### config.mk
export PLATFORM = sky130hd
export DESIGN_NAME = ucr_regs
export DESIGN_NICKNAME = d
export VERILOG_FILES = /design/src/include/ucr_pkg.sv /design/src/hdl/ucr_regs.sv
export SDC_FILE = /design/constraint.sdc
export NUM_CORES = 1
export LEC_CHECK = 0
export ABC_AREA = 1
export BUFFER_PORTS_ARGS = -buffer_cell sky130_fd_sc_hd__buf_2
export CORE_ASPECT_RATIO = 1.75
export CORE_UTILIZATION = 30
export DETAILED_ROUTE_END_ITERATION = 8
export PLACE_DENSITY_LB_ADDON = 0.1
export SETUP_SLACK_MARGIN = 0.1
export SLEW_MARGIN = 15
export SYNTH_ARGS = -nofsm -noshare
export SYNTH_HDL_FRONTEND = slang
export SYNTH_SLANG_ARGS = --single-unit
### constraint.sdc
create_clock -name i_clk_sys -period 2.3 [get_ports i_clk_sys]
set_clock_uncertainty 0.15 [all_clocks]
set_input_delay 0.23 -clock i_clk_sys [delete_from_list [all_inputs] [get_ports i_clk_sys]]
set_output_delay 0.23 -clock i_clk_sys [all_outputs]
set_load 0.02 [all_outputs]
### src/include/ucr_pkg.sv
// Constants and field layouts of the UART channel register bank.
package ucr_pkg;
    // Register offsets selected by the four low address bits.
    localparam logic [3:0] UCR_OFF_DATA   = 4'h0;
    localparam logic [3:0] UCR_OFF_IER    = 4'h1;
    localparam logic [3:0] UCR_OFF_ISR    = 4'h2;
    localparam logic [3:0] UCR_OFF_LCR    = 4'h3;
    localparam logic [3:0] UCR_OFF_MCR    = 4'h4;
    localparam logic [3:0] UCR_OFF_LSR    = 4'h5;
    localparam logic [3:0] UCR_OFF_MSR    = 4'h6;
    localparam logic [3:0] UCR_OFF_SPR    = 4'h7;
    localparam logic [3:0] UCR_OFF_FEAT   = 4'h8;
    localparam logic [3:0] UCR_OFF_EFR    = 4'h9;
    localparam logic [3:0] UCR_OFF_TXLVL  = 4'ha;
    localparam logic [3:0] UCR_OFF_RXLVL  = 4'hb;
    localparam logic [3:0] UCR_OFF_XCHAR  = 4'hc;
    localparam logic [3:0] UCR_OFF_STOP2  = 4'hd;
    localparam logic [3:0] UCR_OFF_RES1   = 4'he;
    localparam logic [3:0] UCR_OFF_RES2   = 4'hf;
    // Bit positions.
    localparam int UCR_DLAB_BIT    = 7;
    localparam int UCR_EFR_EN_BIT  = 4;
    localparam int UCR_LOOP_BIT    = 4;
    localparam int UCR_GP1_BIT     = 2;
    localparam int UCR_GP2_BIT     = 3;
    localparam int UCR_FIFO_EN_BIT = 0;
    localparam int UCR_RXRST_BIT   = 1;
    localparam int UCR_TXRST_BIT   = 2;
    localparam int UCR_RESUME_BIT  = 1;
    localparam int UCR_STOP_BIT    = 0;
    localparam int UCR_DLY_LSB     = 4;
    localparam int UCR_DLY_W       = 4;
    // Masks of the bits unlocked by the enhanced-function enable, plus the reserved interrupt-enable bit and the FIFO bits of ISR.
    localparam logic [7:0] UCR_IER_GATED = 8'he0;
    localparam logic [7:0] UCR_IER_RSVD  = 8'h10;
    localparam logic [7:0] UCR_ISR_GATED = 8'h30;
    localparam logic [7:0] UCR_FCR_GATED = 8'h30;
    localparam logic [7:0] UCR_MCR_GATED = 8'he4;
    localparam logic [7:0] UCR_ISR_FIFO  = 8'hc0;
    // Reset values.
    localparam logic [7:0]  UCR_RST_BYTE = 8'h00;
    localparam logic [15:0] UCR_RST_DIV  = 16'h0000;
    localparam logic [15:0] UCR_CNT_ONE  = 16'h0001;
endpackage

### src/hdl/ucr_regs.sv
// Register bank of one UART channel, with its divisor and baud generator.
// How it works
// - Sixteen-bit baud counter times transmitter and receiver.
// - Divisor bytes reachable only with divisor-enable set.
// - Offset A: read tx level, write tx trigger.
// - Offset B: read rx level, write rx trigger.
// - Offset C: write stop char, read-clear flags.
// - Offset D loads second stop character.
// - Offset E loads first resume character.
// - Offset F loads second resume character.
// - Enhanced enable unlocks the gated extra bits.
// - Interrupt enable bits fixed; bit four zero.
// - General-purpose outputs seen only in loopback.
// - Offset zero: holding bytes or divisor low.
// - Four address bits select sixteen registers.
// - Modem-status offset write loads turn-around delay while enhanced enable is set.
module ucr_regs #(
    parameter int DIV_W = 16
) (
    input  wire logic             i_clk_sys,
    input  wire logic             i_resetn,
    input  wire logic [3:0]       i_addr,
    input  wire logic             i_wr,
    input  wire logic             i_rd,
    input  wire logic [7:0]       i_wdata,
    output logic      [7:0]       o_rdata,
    input  wire logic [7:0]       i_rx_data,
    input  wire logic [7:0]       i_tx_level,
    input  wire logic [7:0]       i_rx_level,
    input  wire logic [5:0]       i_int_status,
    input  wire logic [7:0]       i_line_status,
    input  wire logic [7:0]       i_modem_status,
    input  wire logic             i_stop_det,
    input  wire logic             i_resume_det,
    output logic                  o_rx_pop,
    output logic                  o_tx_push,
    output logic      [7:0]       o_tx_data,
    output logic                  o_isr_read,
    output logic                  o_lsr_read,
    output logic                  o_msr_read,
    output logic                  o_rx_fifo_reset,
    output logic                  o_tx_fifo_reset,
    output logic                  o_baud_tick,
    output logic      [DIV_W-1:0] o_divisor,
    output logic      [7:0]       o_int_enable,
    output logic      [7:0]       o_fifo_control,
    output logic      [7:0]       o_line_control,
    output logic      [7:0]       o_modem_control,
    output logic      [1:0]       o_gp_output_loop,
    output logic      [7:0]       o_feature_control,
    output logic      [7:0]       o_enh_function,
    output logic      [7:0]       o_tx_trigger,
    output logic      [7:0]       o_rx_trigger,
    output logic      [7:0]       o_stop_char_1,
    output logic      [7:0]       o_stop_char_2,
    output logic      [7:0]       o_resume_char_1,
    output logic      [7:0]       o_resume_char_2,
    output logic      [3:0]       o_turnaround_delay,
    output logic      [1:0]       o_flow_flags
);
    import ucr_pkg::*;

    logic [DIV_W-1:0] divisor_r;
    logic [DIV_W-1:0] baud_cnt_r;
    logic [7:0]       ier_r;
    logic [7:0]       fcr_r;
    logic [7:0]       lcr_r;
    logic [7:0]       mcr_r;
    logic [7:0]       spr_r;
    logic [7:0]       feat_r;
    logic [7:0]       efr_r;
    logic [7:0]       tx_fifo_trigger_r;
    logic [7:0]       rx_fifo_trigger_r;
    logic [7:0]       stop1_r;
    logic [7:0]       stop2_r;
    logic [7:0]       res1_r;
    logic [7:0]       res2_r;
    logic [3:0]       dly_r;
    logic [1:0]       flags_r;
    logic [1:0]       flags_nxt;
    logic [7:0]       rdata_nxt;
    logic             dlab;
    logic             enh;
    logic             tick_nxt;

    // Clears bits that are gated off while the enhanced enable is low.
    function automatic logic [7:0] gate(input logic [7:0] v, input logic [7:0] m, input logic en);
        gate = en ? v : (v & ~m);
    endfunction

    // Read or write strobe for one offset of the sixteen.
    function automatic logic hit(input logic [3:0] a, input logic [3:0] off, input logic s);
        hit = s && (a == off);
    endfunction

    assign dlab = lcr_r[UCR_DLAB_BIT];
    assign enh  = efr_r[UCR_EFR_EN_BIT];

    // Divisor bytes load only while divisor-enable is set.
    always_ff @(posedge i_clk_sys or negedge i_resetn) begin
        if (!i_resetn) begin
            divisor_r <= UCR_RST_DIV;
        end else if (dlab) begin
            if (hit(i_addr, UCR_OFF_DATA, i_wr)) begin
                divisor_r[7:0] <= i_wdata;
            end
            if (hit(i_addr, UCR_OFF_IER, i_wr)) begin
                divisor_r[DIV_W-1:8] <= i_wdata[DIV_W-9:0];
            end
        end
    end

    // Legacy control registers; gated bits are dropped on write.
    always_ff @(posedge i_clk_sys or negedge i_resetn) begin
        if (!i_resetn) begin
            ier_r <= UCR_RST_BYTE;
            fcr_r <= UCR_RST_BYTE;
            lcr_r <= UCR_RST_BYTE;
            mcr_r <= UCR_RST_BYTE;
            spr_r <= UCR_RST_BYTE;
        end else begin
            if (hit(i_addr, UCR_OFF_IER, i_wr) && !dlab) begin
                ier_r <= gate(i_wdata, UCR_IER_GATED, enh) & ~UCR_IER_RSVD;
            end
            if (hit(i_addr, UCR_OFF_ISR, i_wr)) begin
                fcr_r <= gate(i_wdata, UCR_FCR_GATED, enh);
            end
            if (hit(i_addr, UCR_OFF_LCR, i_wr)) begin
                lcr_r <= i_wdata;
            end
            if (hit(i_addr, UCR_OFF_MCR, i_wr)) begin
                mcr_r <= gate(i_wdata, UCR_MCR_GATED, enh);
            end
            if (hit(i_addr, UCR_OFF_SPR, i_wr)) begin
                spr_r <= i_wdata;
            end
        end
    end

    // Enhanced registers in the upper eight offsets.
    always_ff @(posedge i_clk_sys or negedge i_resetn) begin
        if (!i_resetn) begin
            feat_r  <= UCR_RST_BYTE;
            efr_r   <= UCR_RST_BYTE;
            tx_fifo_trigger_r <= UCR_RST_BYTE;
            rx_fifo_trigger_r <= UCR_RST_BYTE;
            stop1_r <= UCR_RST_BYTE;
            stop2_r <= UCR_RST_BYTE;
            res1_r  <= UCR_RST_BYTE;
            res2_r  <= UCR_RST_BYTE;
        end else begin
            if (hit(i_addr, UCR_OFF_FEAT, i_wr)) begin
                feat_r <= i_wdata;
            end
            if (hit(i_addr, UCR_OFF_EFR, i_wr)) begin
                efr_r <= i_wdata;
            end
            if (hit(i_addr, UCR_OFF_TXLVL, i_wr)) begin
                tx_fifo_trigger_r <= i_wdata;
            end
            if (hit(i_addr, UCR_OFF_RXLVL, i_wr)) begin
                rx_fifo_trigger_r <= i_wdata;
            end
            if (hit(i_addr, UCR_OFF_XCHAR, i_wr)) begin
                stop1_r <= i_wdata;
            end
            if (hit(i_addr, UCR_OFF_STOP2, i_wr)) begin
                stop2_r <= i_wdata;
            end
            if (hit(i_addr, UCR_OFF_RES1, i_wr)) begin
                res1_r <= i_wdata;
            end
            if (hit(i_addr, UCR_OFF_RES2, i_wr)) begin
                res2_r <= i_wdata;
            end
        end
    end

    // Turn-around delay shares the status offset, write direction only.
    always_ff @(posedge i_clk_sys or negedge i_resetn) begin
        if (!i_resetn) begin
            dly_r <= UCR_RST_BYTE[3:0];
        end else if (hit(i_addr, UCR_OFF_MSR, i_wr) && enh) begin
            dly_r <= i_wdata[UCR_DLY_LSB +: UCR_DLY_W];
        end
    end

    // Detection flags: a new detection wins over the clearing read.
    always_comb begin
        flags_nxt = flags_r;
        if (hit(i_addr, UCR_OFF_XCHAR, i_rd)) begin
            flags_nxt = 2'h0;
        end
        if (i_stop_det) begin
            flags_nxt[UCR_STOP_BIT] = 1'b1;
        end
        if (i_resume_det) begin
            flags_nxt[UCR_RESUME_BIT] = 1'b1;
        end
    end

    always_ff @(posedge i_clk_sys or negedge i_resetn) begin
        if (!i_resetn) begin
            flags_r <= 2'h0;
        end else begin
            flags_r <= flags_nxt;
        end
    end

    // Read multiplexer; direction splits shared offsets.
    always_comb begin
        rdata_nxt = UCR_RST_BYTE;
        case (i_addr)
            UCR_OFF_DATA:  rdata_nxt = dlab ? divisor_r[7:0] : i_rx_data;
            UCR_OFF_IER:   rdata_nxt = dlab ? divisor_r[DIV_W-1:8] : o_int_enable;
            UCR_OFF_ISR:   rdata_nxt = gate({fcr_r[UCR_FIFO_EN_BIT], fcr_r[UCR_FIFO_EN_BIT], i_int_status},
                                            UCR_ISR_GATED, enh);
            UCR_OFF_LCR:   rdata_nxt = lcr_r;
            UCR_OFF_MCR:   rdata_nxt = mcr_r;
            UCR_OFF_LSR:   rdata_nxt = i_line_status;
            UCR_OFF_MSR:   rdata_nxt = i_modem_status;
            UCR_OFF_SPR:   rdata_nxt = spr_r;
            UCR_OFF_FEAT:  rdata_nxt = feat_r;
            UCR_OFF_EFR:   rdata_nxt = efr_r;
            UCR_OFF_TXLVL: rdata_nxt = i_tx_level;
            UCR_OFF_RXLVL: rdata_nxt = i_rx_level;
            UCR_OFF_XCHAR: rdata_nxt = {6'h00, flags_r};
            default:       rdata_nxt = UCR_RST_BYTE;
        endcase
    end

    // Read data and read side-effect strobes, registered.
    always_ff @(posedge i_clk_sys or negedge i_resetn) begin
        if (!i_resetn) begin
            o_rdata    <= UCR_RST_BYTE;
            o_rx_pop   <= 1'b0;
            o_isr_read <= 1'b0;
            o_lsr_read <= 1'b0;
            o_msr_read <= 1'b0;
        end else begin
            if (i_rd) begin
                o_rdata <= rdata_nxt;
            end
            o_rx_pop   <= hit(i_addr, UCR_OFF_DATA, i_rd) && !dlab;
            o_isr_read <= hit(i_addr, UCR_OFF_ISR, i_rd);
            o_lsr_read <= hit(i_addr, UCR_OFF_LSR, i_rd);
            o_msr_read <= hit(i_addr, UCR_OFF_MSR, i_rd);
        end
    end

    // Write side-effect strobes: transmit push and FIFO resets.
    always_ff @(posedge i_clk_sys or negedge i_resetn) begin
        if (!i_resetn) begin
            o_tx_push       <= 1'b0;
            o_tx_data       <= UCR_RST_BYTE;
            o_rx_fifo_reset <= 1'b0;
            o_tx_fifo_reset <= 1'b0;
        end else begin
            o_tx_push       <= hit(i_addr, UCR_OFF_DATA, i_wr) && !dlab;
            o_rx_fifo_reset <= hit(i_addr, UCR_OFF_ISR, i_wr) && i_wdata[UCR_RXRST_BIT];
            o_tx_fifo_reset <= hit(i_addr, UCR_OFF_ISR, i_wr) && i_wdata[UCR_TXRST_BIT];
            if (hit(i_addr, UCR_OFF_DATA, i_wr) && !dlab) begin
                o_tx_data <= i_wdata;
            end
        end
    end

    // Baud generator: reloads from the divisor, ticks once per period.
    assign tick_nxt = (divisor_r != UCR_RST_DIV) && (baud_cnt_r == UCR_CNT_ONE);

    always_ff @(posedge i_clk_sys or negedge i_resetn) begin
        if (!i_resetn) begin
            baud_cnt_r  <= UCR_RST_DIV;
            o_baud_tick <= 1'b0;
        end else begin
            o_baud_tick <= tick_nxt;
            if (divisor_r == UCR_RST_DIV) begin
                baud_cnt_r <= UCR_RST_DIV;
            end else if (baud_cnt_r <= UCR_CNT_ONE) begin
                baud_cnt_r <= divisor_r;
            end else begin
                baud_cnt_r <= baud_cnt_r - UCR_CNT_ONE;
            end
        end
    end

    // Channel-facing views; gated bits are forced low when locked.
    assign o_divisor          = divisor_r;
    assign o_int_enable       = gate(ier_r, UCR_IER_GATED, enh) & ~UCR_IER_RSVD;
    assign o_fifo_control     = gate(fcr_r, UCR_FCR_GATED, enh);
    assign o_line_control     = lcr_r;
    assign o_modem_control    = gate(mcr_r, UCR_MCR_GATED, enh);
    assign o_gp_output_loop   = mcr_r[UCR_LOOP_BIT] ? {mcr_r[UCR_GP2_BIT], mcr_r[UCR_GP1_BIT] & enh} : 2'h0;
    assign o_feature_control  = feat_r;
    assign o_enh_function     = efr_r;
    assign o_tx_trigger       = tx_fifo_trigger_r;
    assign o_rx_trigger       = rx_fifo_trigger_r;
    assign o_stop_char_1      = stop1_r;
    assign o_stop_char_2      = stop2_r;
    assign o_resume_char_1    = res1_r;
    assign o_resume_char_2    = res2_r;
    assign o_turnaround_delay = dly_r;
    assign o_flow_flags       = flags_r;

    // Checks on the register bank.
    property p_div_low;
        @(posedge i_clk_sys) disable iff (!i_resetn)
        (i_wr && i_addr == UCR_OFF_DATA && dlab) |=> (o_divisor[7:0] == $past(i_wdata)) && !o_tx_push;
    endproperty
    a_div_low: assert property (p_div_low) else $error("divisor low not loaded");

    property p_div_locked;
        @(posedge i_clk_sys) disable iff (!i_resetn)
        (i_wr && i_addr == UCR_OFF_IER && !dlab) |=> $stable(o_divisor);
    endproperty
    a_div_locked: assert property (p_div_locked) else $error("divisor changed while locked");

    property p_tx_push;
        @(posedge i_clk_sys) disable iff (!i_resetn)
        (i_wr && i_addr == UCR_OFF_DATA && !dlab) |=> o_tx_push && (o_tx_data == $past(i_wdata)) ##1 !o_tx_push;
    endproperty
    a_tx_push: assert property (p_tx_push) else $error("transmit byte not pushed once");

    property p_tx_level;
        @(posedge i_clk_sys) disable iff (!i_resetn)
        (i_rd && i_addr == UCR_OFF_TXLVL) |=> o_rdata == $past(i_tx_level);
    endproperty
    a_tx_level: assert property (p_tx_level) else $error("tx level read wrong");

    property p_rx_trig;
        @(posedge i_clk_sys) disable iff (!i_resetn)
        (i_wr && i_addr == UCR_OFF_RXLVL) |=> o_rx_trigger == $past(i_wdata);
    endproperty
    a_rx_trig: assert property (p_rx_trig) else $error("rx trigger not loaded");

    property p_flag_clear;
        @(posedge i_clk_sys) disable iff (!i_resetn)
        (i_rd && i_addr == UCR_OFF_XCHAR && !i_stop_det && !i_resume_det)
        |=> (o_flow_flags == 2'h0) && (o_rdata[7:2] == 6'h00);
    endproperty
    a_flag_clear: assert property (p_flag_clear) else $error("flags not cleared by read");

    property p_flag_set;
        @(posedge i_clk_sys) disable iff (!i_resetn)
        i_stop_det |=> o_flow_flags[UCR_STOP_BIT];
    endproperty
    a_flag_set: assert property (p_flag_set) else $error("stop detection lost");

    property p_res2;
        @(posedge i_clk_sys) disable iff (!i_resetn)
        (i_wr && i_addr == UCR_OFF_RES2) |=> o_resume_char_2 == $past(i_wdata);
    endproperty
    a_res2: assert property (p_res2) else $error("resume char two not loaded");

    property p_gated;
        @(posedge i_clk_sys) disable iff (!i_resetn)
        !enh |-> (o_int_enable[7:4] == 4'h0) && (o_modem_control[7:5] == 3'h0);
    endproperty
    a_gated: assert property (p_gated) else $error("gated bits active while locked");

    property p_gp_loop;
        @(posedge i_clk_sys) disable iff (!i_resetn)
        !o_modem_control[UCR_LOOP_BIT] |-> o_gp_output_loop == 2'h0;
    endproperty
    a_gp_loop: assert property (p_gp_loop) else $error("gp output outside loopback");

    property p_baud;
        @(posedge i_clk_sys) disable iff (!i_resetn)
        o_baud_tick |-> ($past(baud_cnt_r) == UCR_CNT_ONE) && ($past(divisor_r) != UCR_RST_DIV);
    endproperty
    a_baud: assert property (p_baud) else $error("baud tick at wrong count");

    property p_delay;
        @(posedge i_clk_sys) disable iff (!i_resetn)
        (i_wr && i_addr == UCR_OFF_MSR && enh) |=> o_turnaround_delay == $past(i_wdata[7:4]);
    endproperty
    a_delay: assert property (p_delay) else $error("delay not loaded");

    c_div_prog: cover property (@(posedge i_clk_sys) disable iff (!i_resetn)
        (i_wr && i_addr == UCR_OFF_DATA && dlab) ##[1:20] o_baud_tick);
    c_flag_race: cover property (@(posedge i_clk_sys) disable iff (!i_resetn)
        i_rd && i_addr == UCR_OFF_XCHAR && i_resume_det);
    c_rx_pop: cover property (@(posedge i_clk_sys) disable iff (!i_resetn) o_rx_pop);
endmodule

**Word-level counts from Yosys, hierarchy flattened**

Index checks and enable logic that the tools add are counted.

- Bits in registers: 165
- Latch bits: 0
- RAM bits: 0
- ROM bits: 0
- Input port bits: 64
- Output and inout bits: 144
- Logic and storage cells: 99
- Memories kept: 0

- Add/sub/neg operators: 1
- Multiply operators: 0
- Divide/modulo/power cells: 0
- Order comparisons: 1
- Equality and inequality tests: 16
- Shifts and indexed selects: 0
- Mux-type cells: 16
- Bitwise operators: 1
- Reductions and logical operators: 35

Operators with widths:

| operator | number |
|---|---|
| $pmux 8 s13 | 1 |
| $mux 8 | 6 |
| $eq 4x4->1 const B | 8 |
| $mux 16 | 2 |
| $logic_and 1x1->1 | 27 |
| $mux 6 | 3 |
| $eq 16x1->1 const B | 1 |
| $eq 4x3->1 const B | 4 |
| $le 16x1->1 const B | 1 |
| $logic_not 16->1 | 1 |
| $reduce_bool 16->1 | 1 |
| $sub 16x1->16 const B | 1 |
| $eq 4x2->1 const B | 2 |
| $eq 4x1->1 const B | 1 |
| $logic_not 4->1 | 1 |
| $mux 2 | 2 |
| $reduce_and 2->1 | 2 |
| $reduce_bool 2->1 | 2 |
| $mux 1 | 2 |
| $and 1x1->1 | 1 |
| $logic_not 1->1 | 1 |

**Longest topological paths before layout**

Gate-level depths: netlist of run 1.

- Depth in word-level cells: 4
- Depth in mapped cells: 11
- Mapped depth without buffers: 11

**Worst setup path after synthesis of run 1**

Ideal clock, no wire load.

- Path kind: reg-to-output
- Start point: register efr_r[4] (netlist: o_enh_function[4])
- End point: output o_gp_output_loop[0]
- Arrival time: 1.382 ns
- Required time: 1.920 ns
- Path slack: 0.538 ns
- Cell stages (with the launch flop): 5
- Buffers on the path: 2
- Cells stage by stage: dfrtp_1 -> clkbuf_1 -> clkbuf_1 -> nand2_1 -> nor2_1

- Word-level cells in the longest chain between the ends: 2

RTL lines:

| item | line | RTL |
|---|---|---|
| start, declared | ucr_regs.sv:71 | `logic [7:0] efr_r;` |
| start signal, assigned | ucr_regs.sv:156 | `efr_r <= i_wdata;` |
| $and 1x1->1 | ucr_regs.sv:293 | `assign o_gp_output_loop = mcr_r[UCR_LOOP_BIT] ? {mcr_r[UCR_GP2_BIT], mcr_r[UCR_GP1_BIT] & enh} : 2'h0;` |
| $mux 2 | ucr_regs.sv:293 |  |
| end, declared | ucr_regs.sv:49 | `output logic [1:0] o_gp_output_loop,` |

Every way passes these cells.

**Worst setup path after layout of run 1**

- Start point: register baud_cnt_r[0]
- End point: register baud_cnt_r[12]

- Word-level cells in the longest chain between the ends: 3
- Elaborated cells between the ends (all ways): 4
- Classes of those cells: 1 x add/sub; 1 x order compare; 2 x mux

RTL lines:

| item | line | RTL |
|---|---|---|
| start, declared | ucr_regs.sv:64 | `logic [DIV_W-1:0] baud_cnt_r;` |
| start signal, assigned | ucr_regs.sv:280 | `baud_cnt_r <= divisor_r;` |
| start signal, assigned | ucr_regs.sv:282 | `baud_cnt_r <= baud_cnt_r - UCR_CNT_ONE;` |
| $sub 16x1->16 / $le 16x1->1 (equally long branches) | ucr_regs.sv:282, ucr_regs.sv:279 |  |
| $mux 16 (*) | ucr_regs.sv:279 | `end else if (baud_cnt_r <= UCR_CNT_ONE) begin` |
| $mux 16 (*) | ucr_regs.sv:277 | `if (divisor_r == UCR_RST_DIV) begin` |

Mark *: on every way between the ends. The rest lies on a longest branch, timed or not.
A chain may end at the register's enable or synchronous reset.

==> results of run 1 <==
==> path summary, 6_finish.rpt <==
check,endpoint,cells after the start,start,slack [ns]
min in group asynchronous,baud_cnt_r[5],2,i_resetn,0.13
max reg2reg,baud_cnt_r[12],9,baud_cnt_r[0],0.38
max in group asynchronous,o_tx_trigger[1],3,i_resetn,1.18
min reg2reg,o_rdata[0],2,o_rdata[0],0.32
max,baud_cnt_r[12],9,baud_cnt_r[0],0.38
min,o_feature_control[2],3,i_wdata[2],0.007
==> cells in the mapped netlist (all sizes together) <==
| library cell | n | area share |
|---|---|---|
| nand3 | 53 | 0.036 |
| o211a | 3 | 0.0038 |
| nor3 | 7 | 0.0058 |
| clkinv | 2 | 0.00095 |
| nor2 | 101 | 0.062 |
| conb | 1 | 0.00047 |
| o21ai | 134 | 0.094 |
| ha | 2 | 0.0032 |
| dfrtp | 165 | 0.52 |
| o31ai | 2 | 0.0019 |
| nand2 | 344 | 0.17 |
| clkbuf | 14 | 0.0066 |
| nor3b | 1 | 0.00095 |
| inv | 59 | 0.028 |
| buf | 39 | 0.037 |
| o21bai | 2 | 0.0019 |
| a21oi | 25 | 0.016 |
| xnor2 | 5 | 0.0055 |
| nand4 | 3 | 0.0024 |
| xor2 | 5 | 0.0055 |
==> per-stage QoR <==
stage / power (mW) / cells
floorplan: 5.839 / 967
global placement: 6.994 / 1471
detailed placement: 7.025 / 1471
CTS: 10.15 / 1511
global route: 10.58 / 1511
finish: 10.02 / 1511
==> power by group through the flow <==
stage	clock network, mW	registers [mW]	logic [mW]
after global placement	0	4.04	2.96
after floorplan	0	4.39	1.45
after CTS	3.15	3.99	3.00
final	3.06	3.98	2.97
after detailed placement	0	4.04	2.98
after global routing	3.25	4.06	3.28
==> worst max-delay path: stages, from the launching register on <==
cell and delay (ns):
dfrtp_1 0.37, inv_1 0.07, ha_1 0.24, nand2_1 0.14
nor2_1 0.06, buf_4 0.16, o21ai_0 0.31, inv_1 0.12
nor2_1 0.13, nor2_1 0.05
==> what timing repair did <==
| action | CTS | global route |
|---|---|---|
| hold buffers | 8 | 0 |
| endpoints found under the hold margin | 64 | 0 |
| gates resized for setup | 0 | 1 |
| endpoints found under the setup margin | 0 | 1 |
==> metal layers <==
layer / wire [µm] / track usage
met5: 0 / 0
met4: 908 / 0.1020
met3: 1207 / 0.03933
met2: 15990 / 0.4204
met1: 11450 / 0.2464
==> kinds of logic after synthesis <==
family	count (synthesis)	synth area share
xor+xnor	10	0.01104
compound gates	166	0.1178
flops	165	0.5203
fa+ha+maj	2	0.003153
buf+inv	114	0.07221
other cells	1	0.0004725
simple gates	509	0.2751
==> cell type report <==
| class | count | area [µm²] |
|---|---|---|
| fill | 2794 | 15960 |
| sequential | 165 | 4129 |
| multi-input combinational | 688 | 3239 |
| timing repair buffer | 245 | 1375 |
| clock buffer | 19 | 452.9 |
| tap | 320 | 400.4 |
| inverter | 61 | 229.0 |
| clock inverter | 13 | 171.4 |
==> key figures, run 1 <==
Run status
  – Status: finished with violations
  – Violated checks: design-rule violations

Die
  – Number of standard-cell rows in the floorplan: 78
  – Die extent in y: 217.2 µm
  – Initial standard-cell utilization of the core: 0.3057
  – Area of the core: 0.02596 mm²
  – I/O pin count: approximately 210
  – Die area: 0.02713 mm²
  – Die X-Extent: 125.0 µm

Placement
  – Placed cell area: 0.009288 mm²
  – Count of input and output buffers: around 200
  – DP Wirelength: approximately 22 mm
  – Post-Place Setup Slack: roughly 0.26 ns
  – Routability-driven placement congestion ratio: between 0.8 and 0.9

Route
  – Residual DRC count: 20
  – Via count: around 7,100
  – Detailed-route wire length per cell: just under 20 µm
  – Drt first-iter violations: 361
  – Wire length after detailed routing: 29.56 mm
  – Vias per Instance: between 4 and 5
  – Antenna Violating Nets Remaining: 0
  – First-pass DRT Iterations: 7

Timing
  – Final hold violation count: 0
  – Final sum of negative setup slack: 0 ns
  – Slew headroom: 0.5236
  – Crit path time final: 1.917 ns
  – RSZ-0062 raised after global routing: false
  – Final worst hold slack: roughly 0.0075 ns
  – Period Utilization, post-route: 0.8337
  – Number of setup violations in the final report: 0
  – Final worst-path setup slack: 0.3825 ns
  – Peak Freq: 521.5 MHz
  – Transition time at the pin with the least slew margin: 0.7138 ns
  – Final slew viol count: 0

Layout
  – Antenna Cells: 0
  – Area Overhead vs Synth: 25.97%
  – Layout cell share with drive strength beyond 1: 0.2746
  – Post-route core utilization: 0.3851
  – Commonest non-fill, non-tap cells in the layout: 334 x nand2_1, 205 x buf_2, 165 x dfrtp_1
  – Most common cell after layout, fill and taps aside: nand2_1
  – Final nets: 1,244
  – Final instance area: roughly 0.010 mm²

Worst setup path
  – CP Launch Type: register
  – Crit path arrival time: around 2.1 ns
  – Crit path kind: register to register
  – Required time reported for the critical path endpoint: roughly 2.5 ns
  – Category of the worst setup path capture point: register
  – Crit path max fanout: 7

Global routing
  – GRT Total Usage: 0.2250
  – Maximum number of pins on one net before global-route repair: between 50 and 60
  – Antenna violations before repair: 1
  – Number of global-route vias before repair: about 7,000
  – First-pass GRT wire length: 44.36 mm
  – Overflow left after global routing: 0

Pwr
  – Net switching fraction of the power: 0.3707
  – Maximum ir drop on the vdd rail: 0.4988 mV
  – Clock power frac: 0.306
  – Sequential power share: 0.398
  – Pwr/cell area: 1002 mW/mm²
  – Switching power: around 3.7 mW
  – Leak Pwr: 5.377 nW
  – Internal power consumption: 6.304 mW
  – Combinational cell fraction of total power: 0.297

Logic synthesis
  – Instance count of the mapped netlist: 967
  – Count of state elements after synthesis: ~170
  – Avg Synthesized Cell Area: 8.207 µm²
  – Net count of the mapped netlist: 1,033
  – Fraction of the yosys area taken by sequential cells: 0.5203
  – Number of library cell types mapped by synthesis: 32
  – Mapped cell area: ~0.008 mm²
  – Synth Warn #: 0

Clocking
  – Deepest clock path buffer count: 2
  – Worst-skew pair later-pin latency: 0.45 ns
  – CTS sink count: 165
  – Num CTS Buffers: 17
  – Count of H-tree levels built during CTS: 4
  – Clock-pin slew on the worst setup and hold paths: 0.07 ns
  – Clock root buffer master: clkbuf_16
  – TritonCTS clock tree: done
  – Setup Fix Bufs, Post-CTS: 0

Hold path
  – HP Class: input port to register

Run
  – Max cap viols: 0
No activity file was read; power rests on OpenSTA's default activity.
==> run 2, diff against run 1 <==
--- a/config.mk
+++ b/config.mk
@@ -5,7 +5,7 @@
 export SDC_FILE = /design/constraint.sdc
 export NUM_CORES = 1
 export LEC_CHECK = 0
-export ABC_AREA = 1
+export ABC_AREA = 0
 export BUFFER_PORTS_ARGS = -buffer_cell sky130_fd_sc_hd__buf_2
 export CORE_ASPECT_RATIO = 1.75
 export CORE_UTILIZATION = 30
==> constraint.sdc (replaced) <==
create_clock -name i_clk_sys -period 1.7 [get_ports i_clk_sys]
set_clock_uncertainty 0.15 [all_clocks]
set_input_delay 0.17 -clock i_clk_sys [delete_from_list [all_inputs] [get_ports i_clk_sys]]
set_output_delay 0.17 -clock i_clk_sys [all_outputs]
set_load 0.02 [all_outputs]
==> run 2 against run 1 <==
  * The flow finishes with violations (design-rule violations, negative setup slack)
  * Wire length increased by 7.2%
  * Final area increased by 20%
  * Synthesized area increased by 0.55%
  * Hold slack improved by 0.068 ns
  * Power increased by 54%
  * Synthesized cell count decreased by 32%
  * Count of clock-buffer cells in the layout increased by 1
  * Register-to-register slack got worse by 0.53 ns
  * Largest cell class is now multi-input combinational cells
  * Largest power group is now combinational cells
  * Highest routed layer is now met5
==> key figures, run 2 <==
Logic synthesis
  – Count of state elements after synthesis: 165 (unchanged)
  – Share of synthesized cell area in full adder, half adder and majority cells: 0.003136 (-0.00001730)
  – Number of library cell types mapped by synthesis: 66 (+110%)
  – Fraction of synthesis flops using an asynchronous set or reset pin: 1.000 (unchanged)
  – Post-synth EDFFs: 0 (unchanged)
  – Post-Synth XOR/XNOR Area: 0.01317 (+0.002134)
  – Top cells by area in the synthesized netlist: dfrtp_1 52%, mux2_2 19%, nand2_1 1.8%
  – Post-synth top flop: dfrtp_1
  – Biggest area consumer among synthesized cells: dfrtp_1
  – Avg Synthesized Cell Area: 12.05 µm² (+47%)
  – Fraction of the mapped netlist area in compound gates: 0.09705 (-0.02072)
  – Synth Warn #: 0 (unchanged)
  – Area share of the largest cell type after synthesis: 0.5174 (-0.002855)
  – Combinational family with the most area after synthesis: multiplexers
  – Mapped cell area: 0.007980 mm² (+0.55%)
  – Net count of the mapped netlist: 728 (-30%)
  – Leading cell type by number of instances after synthesis: dfrtp_1
  – Mux share of post-synthesis cell area: 0.2040 (+0.2040)
  – Fraction of the yosys area taken by sequential cells: 0.5174 (-0.002855)
  – Instance count of the mapped netlist: 662 (-32%)
  – Top cells by instance count after synthesis: 165 x dfrtp_1, 133 x mux2_2, 39 x nand2_1, 25 x clkbuf_1, 25 x nor2_1
  – Post-synthesis share of cell area spent on and, or, nand and nor gates: 0.1217 (-0.1534)

Layout
  – Area Overhead vs Synth: 50.85%
  – Commonest non-fill, non-tap cells in the layout: 194 x buf_2, 162 x dfrtp_1, 123 x buf_4
  – Most common cell after layout, fill and taps aside: buf_2
  – Finished Layout Cells: 1,331 (-12%)
  – Post-route core utilization: 0.4620 (+0.07687)
  – Final nets: 1,064 (-14%)
  – Layout cell share with drive strength beyond 1: 0.6370 (+0.3624)
  – Antenna Cells: 0 (unchanged)

Route
  – Antenna Violating Nets Remaining: 0 (unchanged)
  – First-pass DRT Iterations: 7 (unchanged)
  – Detailed-route wire length per cell: 23.81 µm (+22%)
  – Drt first-iter violations: 284 (-21%)
  – Via count: 6,807 (-4.2%)
  – Wire length after detailed routing: 31.70 mm (+7.2%)
  – Residual DRC count: 11 (-45%)
  – Vias per Instance: 5.114 (+8.8%)

Worst setup path
  – CP Cell Sequence: nor4_4 -> buf_4 -> nand4_1 -> xor2_1 -> a211oi_4
  – Max incr delay on CP: 0.41 ns (+0.04 ns)
  – Kind of cell with the highest combined delay on the critical path: simple AND/OR/NAND/NOR gates
  – CP Launch Type: register
  – Crit path max fanout: 9 (+2)
  – Category of the worst setup path capture point: register
  – Required time reported for the critical path endpoint: 1.89 ns (-0.59 ns)
  – Critical-path top delay cell: dfrtp_1
  – Crit path arrival time: 2.04 ns (-0.06 ns)
  – Buffering stage count on the worst path with inverters included: 1 (-2)
  – Crit path kind: register to register

Clocking
  – Worst-skew pair later-pin latency: 0.44 ns (about the same)
  – CTS sink count: 165 (unchanged)
  – Clock-pin slew on the worst setup and hold paths: 0.07 ns (about the same)
  – Clock root buffer master: clkbuf_16
  – Num CTS Buffers: 17 (unchanged)
  – TritonCTS clock tree: done
  – Count of H-tree levels built during CTS: 4 (unchanged)
  – Deepest clock path buffer count: 2 (unchanged)

Hold path
  – HP Class: input port to register

Run status
  – Violated checks: design-rule violations, negative setup slack
  – Status: finished with violations

Global routing
  – GRT Total Usage: 0.2411 (+0.01609)
  – Overflow left after global routing: 0 (unchanged)
  – Antenna violations before repair: 1 (unchanged)
  – First-pass GRT wire length: 47.58 mm (+7.2%)
  – Number of global-route vias before repair: 7,461 (+5.1%)
  – Maximum number of pins on one net before global-route repair: 43 (-22%)

Die
  – Die extent in y: 217.8 µm (+0.27%)
  – Die X-Extent: 125.3 µm (+0.27%)
  – I/O pin count: 208 (unchanged)
  – Number of standard-cell rows in the floorplan: 78 (unchanged)
  – Area of the core: 0.02606 mm² (+0.38%)
  – Die area: 0.02728 mm² (+0.54%)
  – Initial standard-cell utilization of the core: 0.3063 (+0.0005356)

Timing
  – Transition time at the pin with the least slew margin: 0.5412 ns (-0.1727 ns)
  – Final hold violation count: 0 (unchanged)
  – Crit path time final: 1.849 ns (-0.06870 ns)
  – Slew headroom: 0.6392 (+0.1156)
  – RSZ-0062 raised after global routing: true
  – Final worst-path setup slack: -0.1488 ns (-0.5313 ns)
  – Final sum of negative setup slack: -1.681 ns (-1.681 ns)
  – Peak Freq: 540.9 MHz (+3.7%)
  – Final slew viol count: 0 (unchanged)
  – Period Utilization, post-route: 1.088 (+0.2538)
  – Number of setup violations in the final report: 22 (+22)

Placement
  – Number of placed cells counting well taps: 1,272 (-14%)
  – DP Wirelength: 23.77 mm (+6.8%)
  – Count of input and output buffers: 206 (unchanged)
  – Post-Place Setup Slack: -0.2268 ns (-0.4842 ns)
  – Routability-driven placement congestion ratio: 0.8905 (+5.0%)

Run
  – Max cap viols: 0 (unchanged)

Pwr
  – Maximum ir drop on the vdd rail: 1.078 mV (+120%)
  – Leak Pwr: 5.674 nW (+5.5%)
  – Pwr/cell area: 1284 mW/mm² (+28%)
  – Overall power of the completed layout: 15.46 mW (+54%)
run 2: cell types whose count changed in the layout (fill, tap and decap cells not counted), moves of 45 or more:
cell     delta
nand2_1   -306
mux2_2     +96
buf_4      +94
o21ai_0    -88
nor2_1     -70
nand3_1    -47
inv_1      -45
run 2: final cells by class:
type / count / area [µm²]
fill: 2419 / 14020
multi-input combinational: 429 / 4220
sequential: 165 / 4133
timing repair buffer: 376 / 2693
clock buffer: 20 / 456.7
tap: 320 / 400.4
clock inverter: 12 / 101.3
inverter: 9 / 33.78
run 2: cell families (layout without fill, tap and decap cells):
logic type,count (synthesis),in the layout
simple gates,170,170
xor+xnor,12,12
fa+ha+maj,2,2
mux,146,146
other cells,1,1
flops,165,165
compound gates,98,98
buf+inv,68,417
run 2: per-layer routing:
| layer | track usage | vias up | share of wire |
|---|---|---|---|
| met5 | 0 | - | 0.00025 |
| met4 | 0.1012 | 2 | 0.041 |
| met2 | 0.4564 | 216 | 0.55 |
| li1 | - | 3081 | - |
| met1 | 0.2578 | 3446 | 0.37 |
| met3 | 0.04784 | 62 | 0.048 |
run 2: worst paths after layout:
| kind | start | endpoint | slack, ns | depth (start not counted) |
|---|---|---|---|---|
| max in group asynchronous | i_resetn | o_rdata[7] | 0.24 | 4 |
| min in group asynchronous | i_resetn | ier_r[3] | 0.55 | 3 |
| worst max register to register | baud_cnt_r[6] | baud_cnt_r[12] | -0.15 | 5 |
| worst max-delay path | baud_cnt_r[6] | baud_cnt_r[12] | -0.15 | 5 |
| worst min register to register | fcr_r[1] | fcr_r[1] | 0.33 | 1 |
| worst min-delay path | i_rx_data[4] | o_rdata[4] | 0.08 | 5 |
run 2: report_power, final:
part	internal, mW	switching (mW)
clock	2.09	1.64
sequential	4.81	0.755
combinational	2.96	3.20
total	9.86	5.60
run 2: what timing repair did:
action	in CTS	in global routing
endpoints found under the hold margin	171	0
endpoints found under the setup margin	70	98
setup buffers	12	4
pin swaps	22	14
cloned	4	0
gates resized for setup	137	39
hold buffers	8	0
run 2: metrics by stage:
stage / hold slack (ns) / cell area [µm²]
6_report: 0.07585 / 12040
5_1_grt: 0.06982 / 12040
4_1_cts: 0.03671 / 11840
3_5_place_dp: -0.09495 / 10560
3_3_place_gp: -0.09695 / 10560
2_1_floorplan: -0.2756 / 8303
run 2: worst reg2reg max path: cells and delay by family, from the launching register on:
family	cells	cell delay (ns)
and+or+nand+nor	2	0.51
DFF	1	0.41
AOI/OAI and AO/OA	1	0.26
buffers and inverters	1	0.24
xor gates and xnor gates	1	0.18
